$ cat src/hw/epw_pkg.sv
/*
 * Package for the page-write EEPROM host controller: sequence constants,
 * timing counts, command encodings and the request and pin carriers.
 * Assumes a 100 MHz clock and an asynchronous parallel memory on the pins.
 */
package epw_pkg;
    localparam int unsigned CLK_MHZ        = 100;
    localparam int unsigned ADDR_W         = 15;
    localparam int unsigned DATA_W         = 8;
    localparam int unsigned PAGE_BYTES     = 64;
    localparam int unsigned OFS_W          = 6;
    // Strobe and bus timing in ns
    localparam int unsigned STROBE_NS      = 100;
    localparam int unsigned SETUP_NS       = 20;
    localparam int unsigned READ_NS        = 200;
    localparam int unsigned FLOAT_NS       = 90;
    localparam int unsigned STROBE_CYC     = (STROBE_NS * CLK_MHZ + 999) / 1000;
    localparam int unsigned SETUP_CYC      = (SETUP_NS * CLK_MHZ + 999) / 1000;
    localparam int unsigned READ_CYC       = (READ_NS * CLK_MHZ + 999) / 1000;
    localparam int unsigned FLOAT_CYC      = (FLOAT_NS * CLK_MHZ + 999) / 1000;
    // Longest gap between loads, in us
    localparam int unsigned LOAD_GAP_US    = 200;
    localparam int unsigned LOAD_GAP_CYC   = LOAD_GAP_US * CLK_MHZ;
    // Longest program/clear wait before the poll gives up, in us
    localparam int unsigned POLL_LIMIT_US  = 100000;
    localparam int unsigned POLL_LIMIT_CYC = POLL_LIMIT_US * CLK_MHZ;
    localparam int unsigned TMR_W          = 24;
    // Command sequence addresses and data
    localparam logic [14:0] SEQ_ADDR_A     = 15'h5555;
    localparam logic [14:0] SEQ_ADDR_B     = 15'h2aaa;
    localparam logic [7:0]  SEQ_DATA_1     = 8'haa;
    localparam logic [7:0]  SEQ_DATA_2     = 8'h55;
    localparam logic [7:0]  SEQ_PROT_ON    = 8'ha0;
    localparam logic [7:0]  SEQ_EXT        = 8'h80;
    localparam logic [7:0]  SEQ_PROT_OFF   = 8'h20;
    localparam logic [7:0]  SEQ_CLEAR      = 8'h10;
    localparam logic [7:0]  ERASED_BYTE    = 8'hff;
    localparam int unsigned SEQ_MAX        = 6;

    typedef enum logic [2:0] {
        EPW_CMD_READ,
        EPW_CMD_PAGE,
        EPW_CMD_PAGE_PROT,
        EPW_CMD_PROT_ON,
        EPW_CMD_PROT_OFF,
        EPW_CMD_CLEAR
    } epw_cmd_t;

    typedef struct packed {
        epw_cmd_t    cmd;
        logic [14:0] addr;
        logic [6:0]  count;
    } epw_req_t;

    typedef struct packed {
        logic [14:0] addr;
        logic        ce_n;
        logic        oe_n;
        logic        we_n;
        logic [7:0]  dout;
        logic        doe;
    } epw_pins_t;
endpackage

$ cat src/hw/epw_cycle.sv
/*
 * One bus cycle on the memory pins: write strobe or read sample.
 * Assumes start_i only while busy_o is low; address and data are latched at start.
 */
module epw_cycle
    import epw_pkg::*;
(
    // Clock and reset
    input  wire logic        clk_i,
    input  wire logic        arst_n_i,
    // Cycle request
    input  wire logic        start_i,
    input  wire logic        write_i,
    input  wire logic [14:0] addr_i,
    input  wire logic [7:0]  data_i,
    input  wire logic [7:0]  din_i,
    output      logic        busy_o,
    output      logic        done_o,
    output      logic [7:0]  rdata_o,
    // Pins
    output      epw_pins_t   pins_o
);
    typedef enum {EPW_C_IDLE, EPW_C_SETUP, EPW_C_STROBE, EPW_C_HOLD}
        epw_cstate_t;

    epw_cstate_t state_q;
    logic [7:0]  cnt_q;
    logic        wr_q;

    always_ff @(posedge clk_i or negedge arst_n_i) begin
        if (!arst_n_i) begin
            state_q <= EPW_C_IDLE;
            cnt_q   <= 8'h00;
            wr_q    <= 1'b0;
            done_o  <= 1'b0;
            rdata_o <= 8'h00;
            pins_o  <= '{addr: 15'h0000, ce_n: 1'b1, oe_n: 1'b1, we_n: 1'b1,
                         dout: 8'h00, doe: 1'b0};
        end else begin
            done_o <= 1'b0;
            case (state_q)
                EPW_C_IDLE: begin
                    if (start_i) begin
                        wr_q        <= write_i;
                        pins_o.addr <= addr_i;
                        pins_o.dout <= data_i;
                        // Write: OE held high, data driven only on writes
                        pins_o.oe_n <= write_i;
                        pins_o.doe  <= write_i;
                        cnt_q       <= 8'(SETUP_CYC);
                        state_q     <= EPW_C_SETUP;
                    end
                end
                EPW_C_SETUP: begin
                    if (cnt_q > 8'h01) begin
                        cnt_q <= cnt_q - 8'h01;
                    end else begin
                        pins_o.ce_n <= 1'b0;
                        if (!wr_q) begin
                            pins_o.oe_n <= 1'b0;
                        end else begin
                            pins_o.we_n <= 1'b0;
                        end
                        // Strobes far wider than the noise filter
                        cnt_q   <= 8'(wr_q ? STROBE_CYC : READ_CYC);
                        state_q <= EPW_C_STROBE;
                    end
                end
                EPW_C_STROBE: begin
                    if (cnt_q > 8'h01) begin
                        cnt_q <= cnt_q - 8'h01;
                    end else begin
                        if (!wr_q) begin
                            rdata_o <= din_i;
                        end
                        // Data stays driven past the rising strobe edge
                        pins_o.we_n <= 1'b1;
                        pins_o.ce_n <= 1'b1;
                        pins_o.oe_n <= 1'b1;
                        cnt_q       <= 8'(FLOAT_CYC);
                        state_q     <= EPW_C_HOLD;
                    end
                end
                EPW_C_HOLD: begin
                    pins_o.doe <= 1'b0;
                    if (cnt_q > 8'h01) begin
                        cnt_q <= cnt_q - 8'h01;
                    end else begin
                        done_o  <= 1'b1;
                        state_q <= EPW_C_IDLE;
                    end
                end
                default: state_q <= EPW_C_IDLE;
            endcase
        end
    end

    assign busy_o = (state_q != EPW_C_IDLE);
endmodule

$ cat src/hw/epw_host.sv
/*
 * Host controller for a 32K x 8 page-write EEPROM: reads, page loads from a
 * 64-byte staging buffer, protection command sequences, chip clear and
 * completion polling. Assumes the device sits directly on the pins and that
 * the caller fills the staging buffer before issuing a page command.
 */
// Contract
// Device drives data only while selected, enabled
// Write needs select and strobe low, OE high
// Address taken at later falling strobe edge
// Data taken at earlier rising strobe edge
// Device times programming without host help
// One to 64 loads, one program cycle
// Next load within 200 us of previous
// Page address held from first load
// Low six bits pick byte, any order
// Reloading an offset overwrites the byte
// Only loaded bytes get programmed
// Poll reads complement until write completes
// Low supply inhibits every write
// Strobes under 10 ns start nothing
// Writes blocked by OE low or strobes high
// Protection ships disabled and persists
// Enable: AA, 55, A0 to fixed addresses
// Protected device needs enable before each page
// Broken sequence resets the recogniser
// Follow enable writes with page data
// Disable: six fixed writes then data
// Disable needs at least one page byte
// Clear: six writes ending 10 to 5555
// Cleared array reads all ones
// Device ignores writes while busy
module epw_host
    import epw_pkg::*;
#(
    parameter int unsigned LOAD_GAP   = LOAD_GAP_CYC,
    parameter int unsigned POLL_LIMIT = POLL_LIMIT_CYC
)(
    // Clock and reset
    input  wire logic        clk_i,
    input  wire logic        arst_n_i,
    // Staging buffer fill
    input  wire logic        buf_we_i,
    input  wire logic [5:0]  buf_idx_i,
    input  wire logic [7:0]  buf_data_i,
    // Command port
    input  wire logic        req_valid_i,
    input  wire epw_req_t    req_i,
    output      logic        req_ready_o,
    output      logic        done_o,
    output      logic        error_o,
    output      logic [7:0]  rdata_o,
    // Memory pins
    output      logic [14:0] mem_addr_o,
    output      logic        mem_ce_n_o,
    output      logic        mem_oe_n_o,
    output      logic        mem_we_n_o,
    output      logic [7:0]  mem_data_o,
    output      logic        mem_data_oe_o,
    input  wire logic [7:0]  mem_data_i
);
    typedef enum {EPW_IDLE, EPW_SEQ, EPW_LOAD, EPW_POLL, EPW_END}
        epw_state_t;

    epw_state_t  state_q;
    epw_req_t    req_q;
    logic [7:0]  buf_q [PAGE_BYTES];
    logic [2:0]  seq_q;
    logic [2:0]  seq_len_q;
    logic [6:0]  ld_q;
    logic [7:0]  last_q;
    logic [TMR_W-1:0] tmr_q;
    logic        c_start_q;
    logic        c_write_q;
    logic [14:0] c_addr_q;
    logic [7:0]  c_data_q;
    logic        c_busy;
    logic        c_done;
    logic [7:0]  c_rdata;
    epw_pins_t   pins;
    logic [7:0]  din_s1_q;
    logic [7:0]  din_s2_q;
    logic [7:0]  din_s3_q;
    logic [7:0]  din_q;
    logic [14:0] seq_addr;
    logic [7:0]  seq_data;

    // Three-stage sampling; a value counts once stages two and three agree
    always_ff @(posedge clk_i or negedge arst_n_i) begin
        if (!arst_n_i) begin
            din_s1_q <= 8'h00;
            din_s2_q <= 8'h00;
            din_s3_q <= 8'h00;
            din_q    <= 8'h00;
        end else begin
            din_s1_q <= mem_data_i;
            din_s2_q <= din_s1_q;
            din_s3_q <= din_s2_q;
            if (din_s2_q == din_s3_q) begin
                din_q <= din_s3_q;
            end
        end
    end

    // Buffer kept in flip-flops; no reset needed for payload
    always_ff @(posedge clk_i) begin
        if (buf_we_i) begin
            buf_q[buf_idx_i] <= buf_data_i;
        end
    end

    // Step table for command prefixes
    always_comb begin
        seq_addr = SEQ_ADDR_A;
        seq_data = SEQ_DATA_1;
        case (seq_q)
            3'h0: seq_data = SEQ_DATA_1;
            3'h1: begin
                seq_addr = SEQ_ADDR_B;
                seq_data = SEQ_DATA_2;
            end
            3'h2: seq_data = (seq_len_q == 3'h3) ? SEQ_PROT_ON : SEQ_EXT;
            3'h3: seq_data = SEQ_DATA_1;
            3'h4: begin
                seq_addr = SEQ_ADDR_B;
                seq_data = SEQ_DATA_2;
            end
            3'h5: seq_data = (req_q.cmd == EPW_CMD_CLEAR) ? SEQ_CLEAR
                                                          : SEQ_PROT_OFF;
            default: seq_data = SEQ_DATA_1;
        endcase
    end

    always_ff @(posedge clk_i or negedge arst_n_i) begin
        if (!arst_n_i) begin
            state_q   <= EPW_IDLE;
            req_q     <= '{cmd: EPW_CMD_READ, addr: 15'h0000, count: 7'h00};
            seq_q     <= 3'h0;
            seq_len_q <= 3'h0;
            ld_q      <= 7'h00;
            last_q    <= 8'h00;
            tmr_q     <= '0;
            c_start_q <= 1'b0;
            c_write_q <= 1'b0;
            c_addr_q  <= 15'h0000;
            c_data_q  <= 8'h00;
            done_o    <= 1'b0;
            error_o   <= 1'b0;
            rdata_o   <= 8'h00;
        end else begin
            c_start_q <= 1'b0;
            done_o    <= 1'b0;
            case (state_q)
                EPW_IDLE: begin
                    if (req_valid_i) begin
                        req_q   <= req_i;
                        seq_q   <= 3'h0;
                        ld_q    <= 7'h00;
                        error_o <= 1'b0;
                        case (req_i.cmd)
                            EPW_CMD_READ: begin
                                c_start_q <= 1'b1;
                                c_write_q <= 1'b0;
                                c_addr_q  <= req_i.addr;
                                state_q   <= EPW_END;
                            end
                            EPW_CMD_PAGE: state_q <= EPW_LOAD;
                            EPW_CMD_PAGE_PROT, EPW_CMD_PROT_ON: begin
                                seq_len_q <= 3'h3;
                                state_q   <= EPW_SEQ;
                            end
                            EPW_CMD_PROT_OFF, EPW_CMD_CLEAR: begin
                                seq_len_q <= 3'(SEQ_MAX);
                                state_q   <= EPW_SEQ;
                            end
                            default: state_q <= EPW_IDLE;
                        endcase
                    end
                end
                EPW_SEQ: begin
                    // Steps back to back, well inside the load gap
                    if (!c_busy && !c_start_q) begin
                        if (seq_q == seq_len_q) begin
                            if (req_q.cmd == EPW_CMD_CLEAR) begin
                                last_q  <= ERASED_BYTE;
                                tmr_q   <= '0;
                                state_q <= EPW_POLL;
                            end else begin
                                // Page data follows every prefix except the clear one
                                state_q <= EPW_LOAD;
                            end
                        end else begin
                            c_start_q <= 1'b1;
                            c_write_q <= 1'b1;
                            c_addr_q  <= seq_addr;
                            c_data_q  <= seq_data;
                            seq_q     <= seq_q + 3'h1;
                        end
                    end
                end
                EPW_LOAD: begin
                    if (!c_busy && !c_start_q) begin
                        if (ld_q == req_q.count || ld_q == 7'(PAGE_BYTES)) begin
                            tmr_q   <= '0;
                            state_q <= EPW_POLL;
                        end else begin
                            c_start_q <= 1'b1;
                            c_write_q <= 1'b1;
                            // Page bits from the request, offset from the request offset plus the loads done so far
                            c_addr_q  <= {req_q.addr[14:6],
                                          req_q.addr[5:0] + ld_q[5:0]};
                            c_data_q  <= buf_q[6'(req_q.addr[5:0] + ld_q[5:0])];
                            last_q    <= buf_q[6'(req_q.addr[5:0] + ld_q[5:0])];
                            ld_q      <= ld_q + 7'h01;
                        end
                    end
                end
                EPW_POLL: begin
                    // Polls the last loaded byte, or the request address after a clear, until the complement clears
                    tmr_q <= tmr_q + 1'b1;
                    if (c_done && c_rdata == last_q) begin
                        rdata_o <= c_rdata;
                        done_o  <= 1'b1;
                        state_q <= EPW_IDLE;
                    end else if (!c_busy && !c_start_q &&
                                 tmr_q >= TMR_W'(POLL_LIMIT)) begin
                        // Give up only between reads, so no cycle is cut
                        error_o <= 1'b1;
                        done_o  <= 1'b1;
                        state_q <= EPW_IDLE;
                    end else if (!c_busy && !c_start_q) begin
                        c_start_q <= 1'b1;
                        c_write_q <= 1'b0;
                        c_addr_q  <= {req_q.addr[14:6],
                                      6'(req_q.addr[5:0] + ld_q[5:0] - 6'h01)};
                        if (req_q.cmd == EPW_CMD_CLEAR) begin
                            c_addr_q <= req_q.addr;
                        end
                    end
                end
                EPW_END: begin
                    if (c_done) begin
                        rdata_o <= c_rdata;
                        done_o  <= 1'b1;
                        state_q <= EPW_IDLE;
                    end
                end
                default: state_q <= EPW_IDLE;
            endcase
        end
    end

    always_ff @(posedge clk_i or negedge arst_n_i) begin
        if (!arst_n_i) begin
            req_ready_o <= 1'b0;
        end else begin
            req_ready_o <= (state_q == EPW_IDLE) && !req_valid_i;
        end
    end

    epw_cycle u_cycle (
        .clk_i    (clk_i),
        .arst_n_i (arst_n_i),
        .start_i  (c_start_q),
        .write_i  (c_write_q),
        .addr_i   (c_addr_q),
        .data_i   (c_data_q),
        .din_i    (din_q),
        .busy_o   (c_busy),
        .done_o   (c_done),
        .rdata_o  (c_rdata),
        .pins_o   (pins)
    );

    // Cycle engine outputs are its own flip-flops
    assign mem_addr_o    = pins.addr;
    assign mem_ce_n_o    = pins.ce_n;
    assign mem_oe_n_o    = pins.oe_n;
    assign mem_we_n_o    = pins.we_n;
    assign mem_data_o    = pins.dout;
    assign mem_data_oe_o = pins.doe;
endmodule

$ cat config.mk
export PLATFORM = sky130hd
export DESIGN_NAME = epw_host
export DESIGN_NICKNAME = d
export VERILOG_FILES = /design/src/hw/epw_pkg.sv /design/src/hw/epw_cycle.sv /design/src/hw/epw_host.sv
export SDC_FILE = /design/constraint.sdc
export NUM_CORES = 1
export LEC_CHECK = 0
export BUFFER_PORTS_ARGS = -buffer_cell sky130_fd_sc_hd__buf_2
export CAP_MARGIN = 15
export CORE_ASPECT_RATIO = 1.5
export CORE_UTILIZATION = 55
export CTS_CLUSTER_DIAMETER = 100
export DETAILED_ROUTE_END_ITERATION = 8
export GPL_TIMING_DRIVEN = 1
export PLACE_DENSITY = 0.82
export SETUP_SLACK_MARGIN = 0.15
export SKIP_LAST_GASP = 1
export SLEW_MARGIN = 20
export SYNTH_ARGS = -nofsm -noshare
export SYNTH_HDL_FRONTEND = slang
export SYNTH_SLANG_ARGS = --single-unit
$ cat constraint.sdc
create_clock -name clk_i -period 9.8 [get_ports clk_i]
set_clock_uncertainty 0.2 [all_clocks]
set_input_delay 0.98 -clock clk_i [delete_from_list [all_inputs] [get_ports clk_i]]
set_output_delay 0.98 -clock clk_i [all_outputs]
set_load 0.01 [all_outputs]
==> results.md <==
* Layout overhead on the synthesized area at 10.3%
* Row count at 102
* Hold Crit Start: din_s1_q[0]$_DFF_PN0_
* Combinational Power Share at 0.411
* Cell Pwr Density at between 300 and 400 nW/um^2
* Final setup TNS at 0 ps
* Final worst-path cycle share at 0.467
* Startpoint Class: flop
* Total grt overflow at 0
* Yosys top cell area share at 0.529
* Initial antenna violation count at 2
* Synth cell types at 76
* Cell count after synthesis at between 1500 and 2000
* GRT Total Usage at 0.265
* Internal power at 6.57 mW
* Share of cells above drive strength 1 at 0.224
* Period minus WS final at 4580 ps
* Synthesized area per cell at about 16 sq um
* Switching power at 3.67 mW
* Die area at 53800 sq um
* Root buffer cell: clkbuf_16
* Number of H-tree branching levels at 2
* Cell area after layout at ~32000 sq um
* Crit Path Class: flop to flop
* Hold buffer count at CTS at 0
* CTS Sinks at 700
* Sequential area share after synthesis at 0.690
* Post-DP HPWL at 42700 um
* Syn Nets at 1862
* Crit path max fanout at 49
* Max_cap viols at 0
* Data required, critical path at 10090 ps
* Synth Flop Type: edfxtp_1
* Area of the mapped netlist at 29100 sq um
* Outcome: finished clean
* WL/cell at 27.3 um
* Initial Util at 0.560
* CTS Buffer Depth at 3
* Postcts setup bufs at 0
* Post-CTS sizing at 0
* Routed via count at 16900
* Yosys reg bits at 700
* First-pass GRT wire length at 106000 um
* VDD IR max at 0.268 mV
* Worst-path clk slew at approximately 70 ps
* Die height at 284 um
* Final number of setup-violating endpoints at 0
* DRC errors left at 0
* Worst-margin pin slew at 1220 ps
* Leading area contributor after synthesis: edfxtp_1
* Number of CTS-inserted buffers at 59
* Post-DP Area at 30100 sq um
* Core area at 51900 sq um
* Crit end category: flop
* Fin nets at just under 2000
* Total number of yosys warnings at 0
* Pleak at 11.4 nW
* Sequential share of power at 0.358
* Ranking of synthesized cells by area: edfxtp_1, dfrtp_1, mux4_2
* Largest net degree at the start of global routing at approximately 120
* Die Wd at 190 um
* Ports at 89
* Hold Violations, Final at 0
* Reg-to-Reg Start: ld_q[0]$_DFFE_PN0P_
* CTS tree: done
* Clock group share of total power at 0.231
* RSZ-0062 raised after global routing: false
* Skew-Pair Late Insertion Delay at 640 ps
* ANT cells at 0
* TritonRoute pass-1 iters at 5
* Arrival time at the worst endpoint at a little under 5000 ps
* Placer congestion estimate at just under 0.9
* Antenna-violating nets left at 0
* Vias in the first global route at 17500
* Routed WL at 70500 um
* Final Max Slew Viols at 0
* IO buf count at 88
* Initial drt markers at 2046
* Max frequency at approximately 0.22 GHz
* Slew margin rel. at 0.181
* Async S/R FF share, synth at 0.269
* Number of synthesized flops with an enable pin at 512
* Worst Hold Class: flop to flop
* Avg Vias per Cell at 6.55
* CP startpoint: ld_q[0]$_DFFE_PN0P_
* Net Sw Frac at 0.358
-- state kept, by name, summed over array words and instances (netlist names), 2 cells and up --
name and flops:
din_s2_q 8, req_q 25, din_s1_q 8, din_q 8, c_addr_q 15, u_cycle.rdata_o 8
u_cycle.cnt_q 8, buf_q 512, tmr_q 24, last_q 8, c_data_q 8, ld_q 7
u_cycle.state_q 2, din_s3_q 8, rdata_o 8, u_cycle.pins_o 27, seq_q 3, state_q 3
seq_len_q 3
-- Yosys cell counts (9+ instances only) --
library cell / count
mux4_2: 139
nand3_1: 24
nand2b_1: 9
o21ai_0: 38
mux2_2: 68
xnor2_1: 29
mux2i_1: 24
nand2_1: 169
xor2_1: 12
a31oi_1: 13
dfrtp_1: 185
or3_1: 16
ha_1: 23
nor3_1: 18
a221oi_1: 17
nor2_1: 126
inv_1: 26
a311oi_1: 12
nand4_1: 15
edfxtp_1: 512
clkbuf_1: 50
o31ai_1: 25
and2_1: 18
a21oi_1: 47
buf_2: 24
nor2b_1: 10
-- metal layers --
metal | routed length [um] | vias up | part of all wire | track usage
li1 | - | 7075 | - | -
met1 | 24200 | 8559 | 0.34 | 0.315
met2 | 36600 | 1052 | 0.52 | 0.463
met3 | 5740 | 247 | 0.081 | 0.0463
met4 | 3910 | 4 | 0.055 | 0.129
met5 | 27 | - | 0.00038 | 0
-- cell families (layout without fill, tap and decap cells) --
group,Yosys count,in the layout,synth area share
DFF,700,700,0.690
and+or+nand+nor,447,447,0.0708
muxes,231,231,0.142
AOI/OAI and AO/OA,224,224,0.0534
buffers and inverters,118,240,0.0186
xor gates and xnor gates,43,43,0.0141
adders and majority gates,24,24,0.0106
-- cells in the final DEF (no fill, tap or decap), drive strengths merged, types with 6 or more instances in the layout --
cell type,instances
edfxtp,512
nand2b,9
xor2,13
clkinvlp,7
nor4,7
nor2b,10
clkbuf,67
nand3,24
a311oi,12
xnor2,29
and3,7
ha,23
dfrtp,185
o31ai,25
nor3,18
a221oi,17
nand4,15
a31oi,13
or3,16
nor2,128
inv,28
nand2,169
and2,18
o211ai,7
or4,7
mux2i,24
o21ai,38
buf,102
a211oi,9
a21oi,47
a22o,6
bufinv,6
mux4,139
o22ai,6
mux2,68
clkinv,30
-- critical path, stage by stage, from the launching register on --
cell and delay, ps:
dfrtp_1 470, ha_4 210, fa_4 1150, buf_4 670, mux4_2 400, and2_1 170, a221oi_1 280, a311oi_1 130
nor3_1 500, o31ai_1 160
-- cell type report --
cell class | count | area [sq um]
inverters | 26 | 97.6
clock inverters | 45 | 429
clock buffers | 66 | 1500
fillers | 3514 | 19800
multi-input cells | 969 | 8520
well taps | 676 | 846
flip-flops and latches | 700 | 20100
repair buffers | 103 | 612
-- power groups by stage --
stage | logic (mW) | clock network, mW | registers, mW
floorplan | 3.05 | 0 | 3.65
global placement | 4.00 | 0 | 3.71
detailed placement | 4.09 | 0 | 3.72
CTS | 4.16 | 2.38 | 3.66
global route | 4.45 | 2.49 | 3.69
finish | 4.21 | 2.37 | 3.66
-- final timing paths --
kind                       depth (start not counted)  slack [ps]                             end
max in group asynchronous                          2        7590            tmr_q[7]$_DFFE_PN0P_
max                                                9        5220           last_q[3]$_DFFE_PN0P_
min                                                0         150           din_s2_q[0]$_DFF_PN0_
max reg2reg                                        9        5220           last_q[3]$_DFFE_PN0P_
min in group asynchronous                          1         250  u_cycle.pins_o[23]$_DFFE_PN0P_
min reg2reg                                        0         150           din_s2_q[0]$_DFF_PN0_
-- metrics by stage --
stage	power [mW]	std cells	hold slack (ps)	utilization	setup slack, ps
after CTS	10.2	2584	149	0.617	5280
after detailed placement	7.81	2473	135	0.580	5330
after floorplan	6.71	1787	131	-	6330
final	10.2	2585	148	0.618	5220
after global routing	10.6	2585	158	0.618	5100
after global placement	7.71	2473	137	0.580	5350
Power figures use the tool's default switching activity.
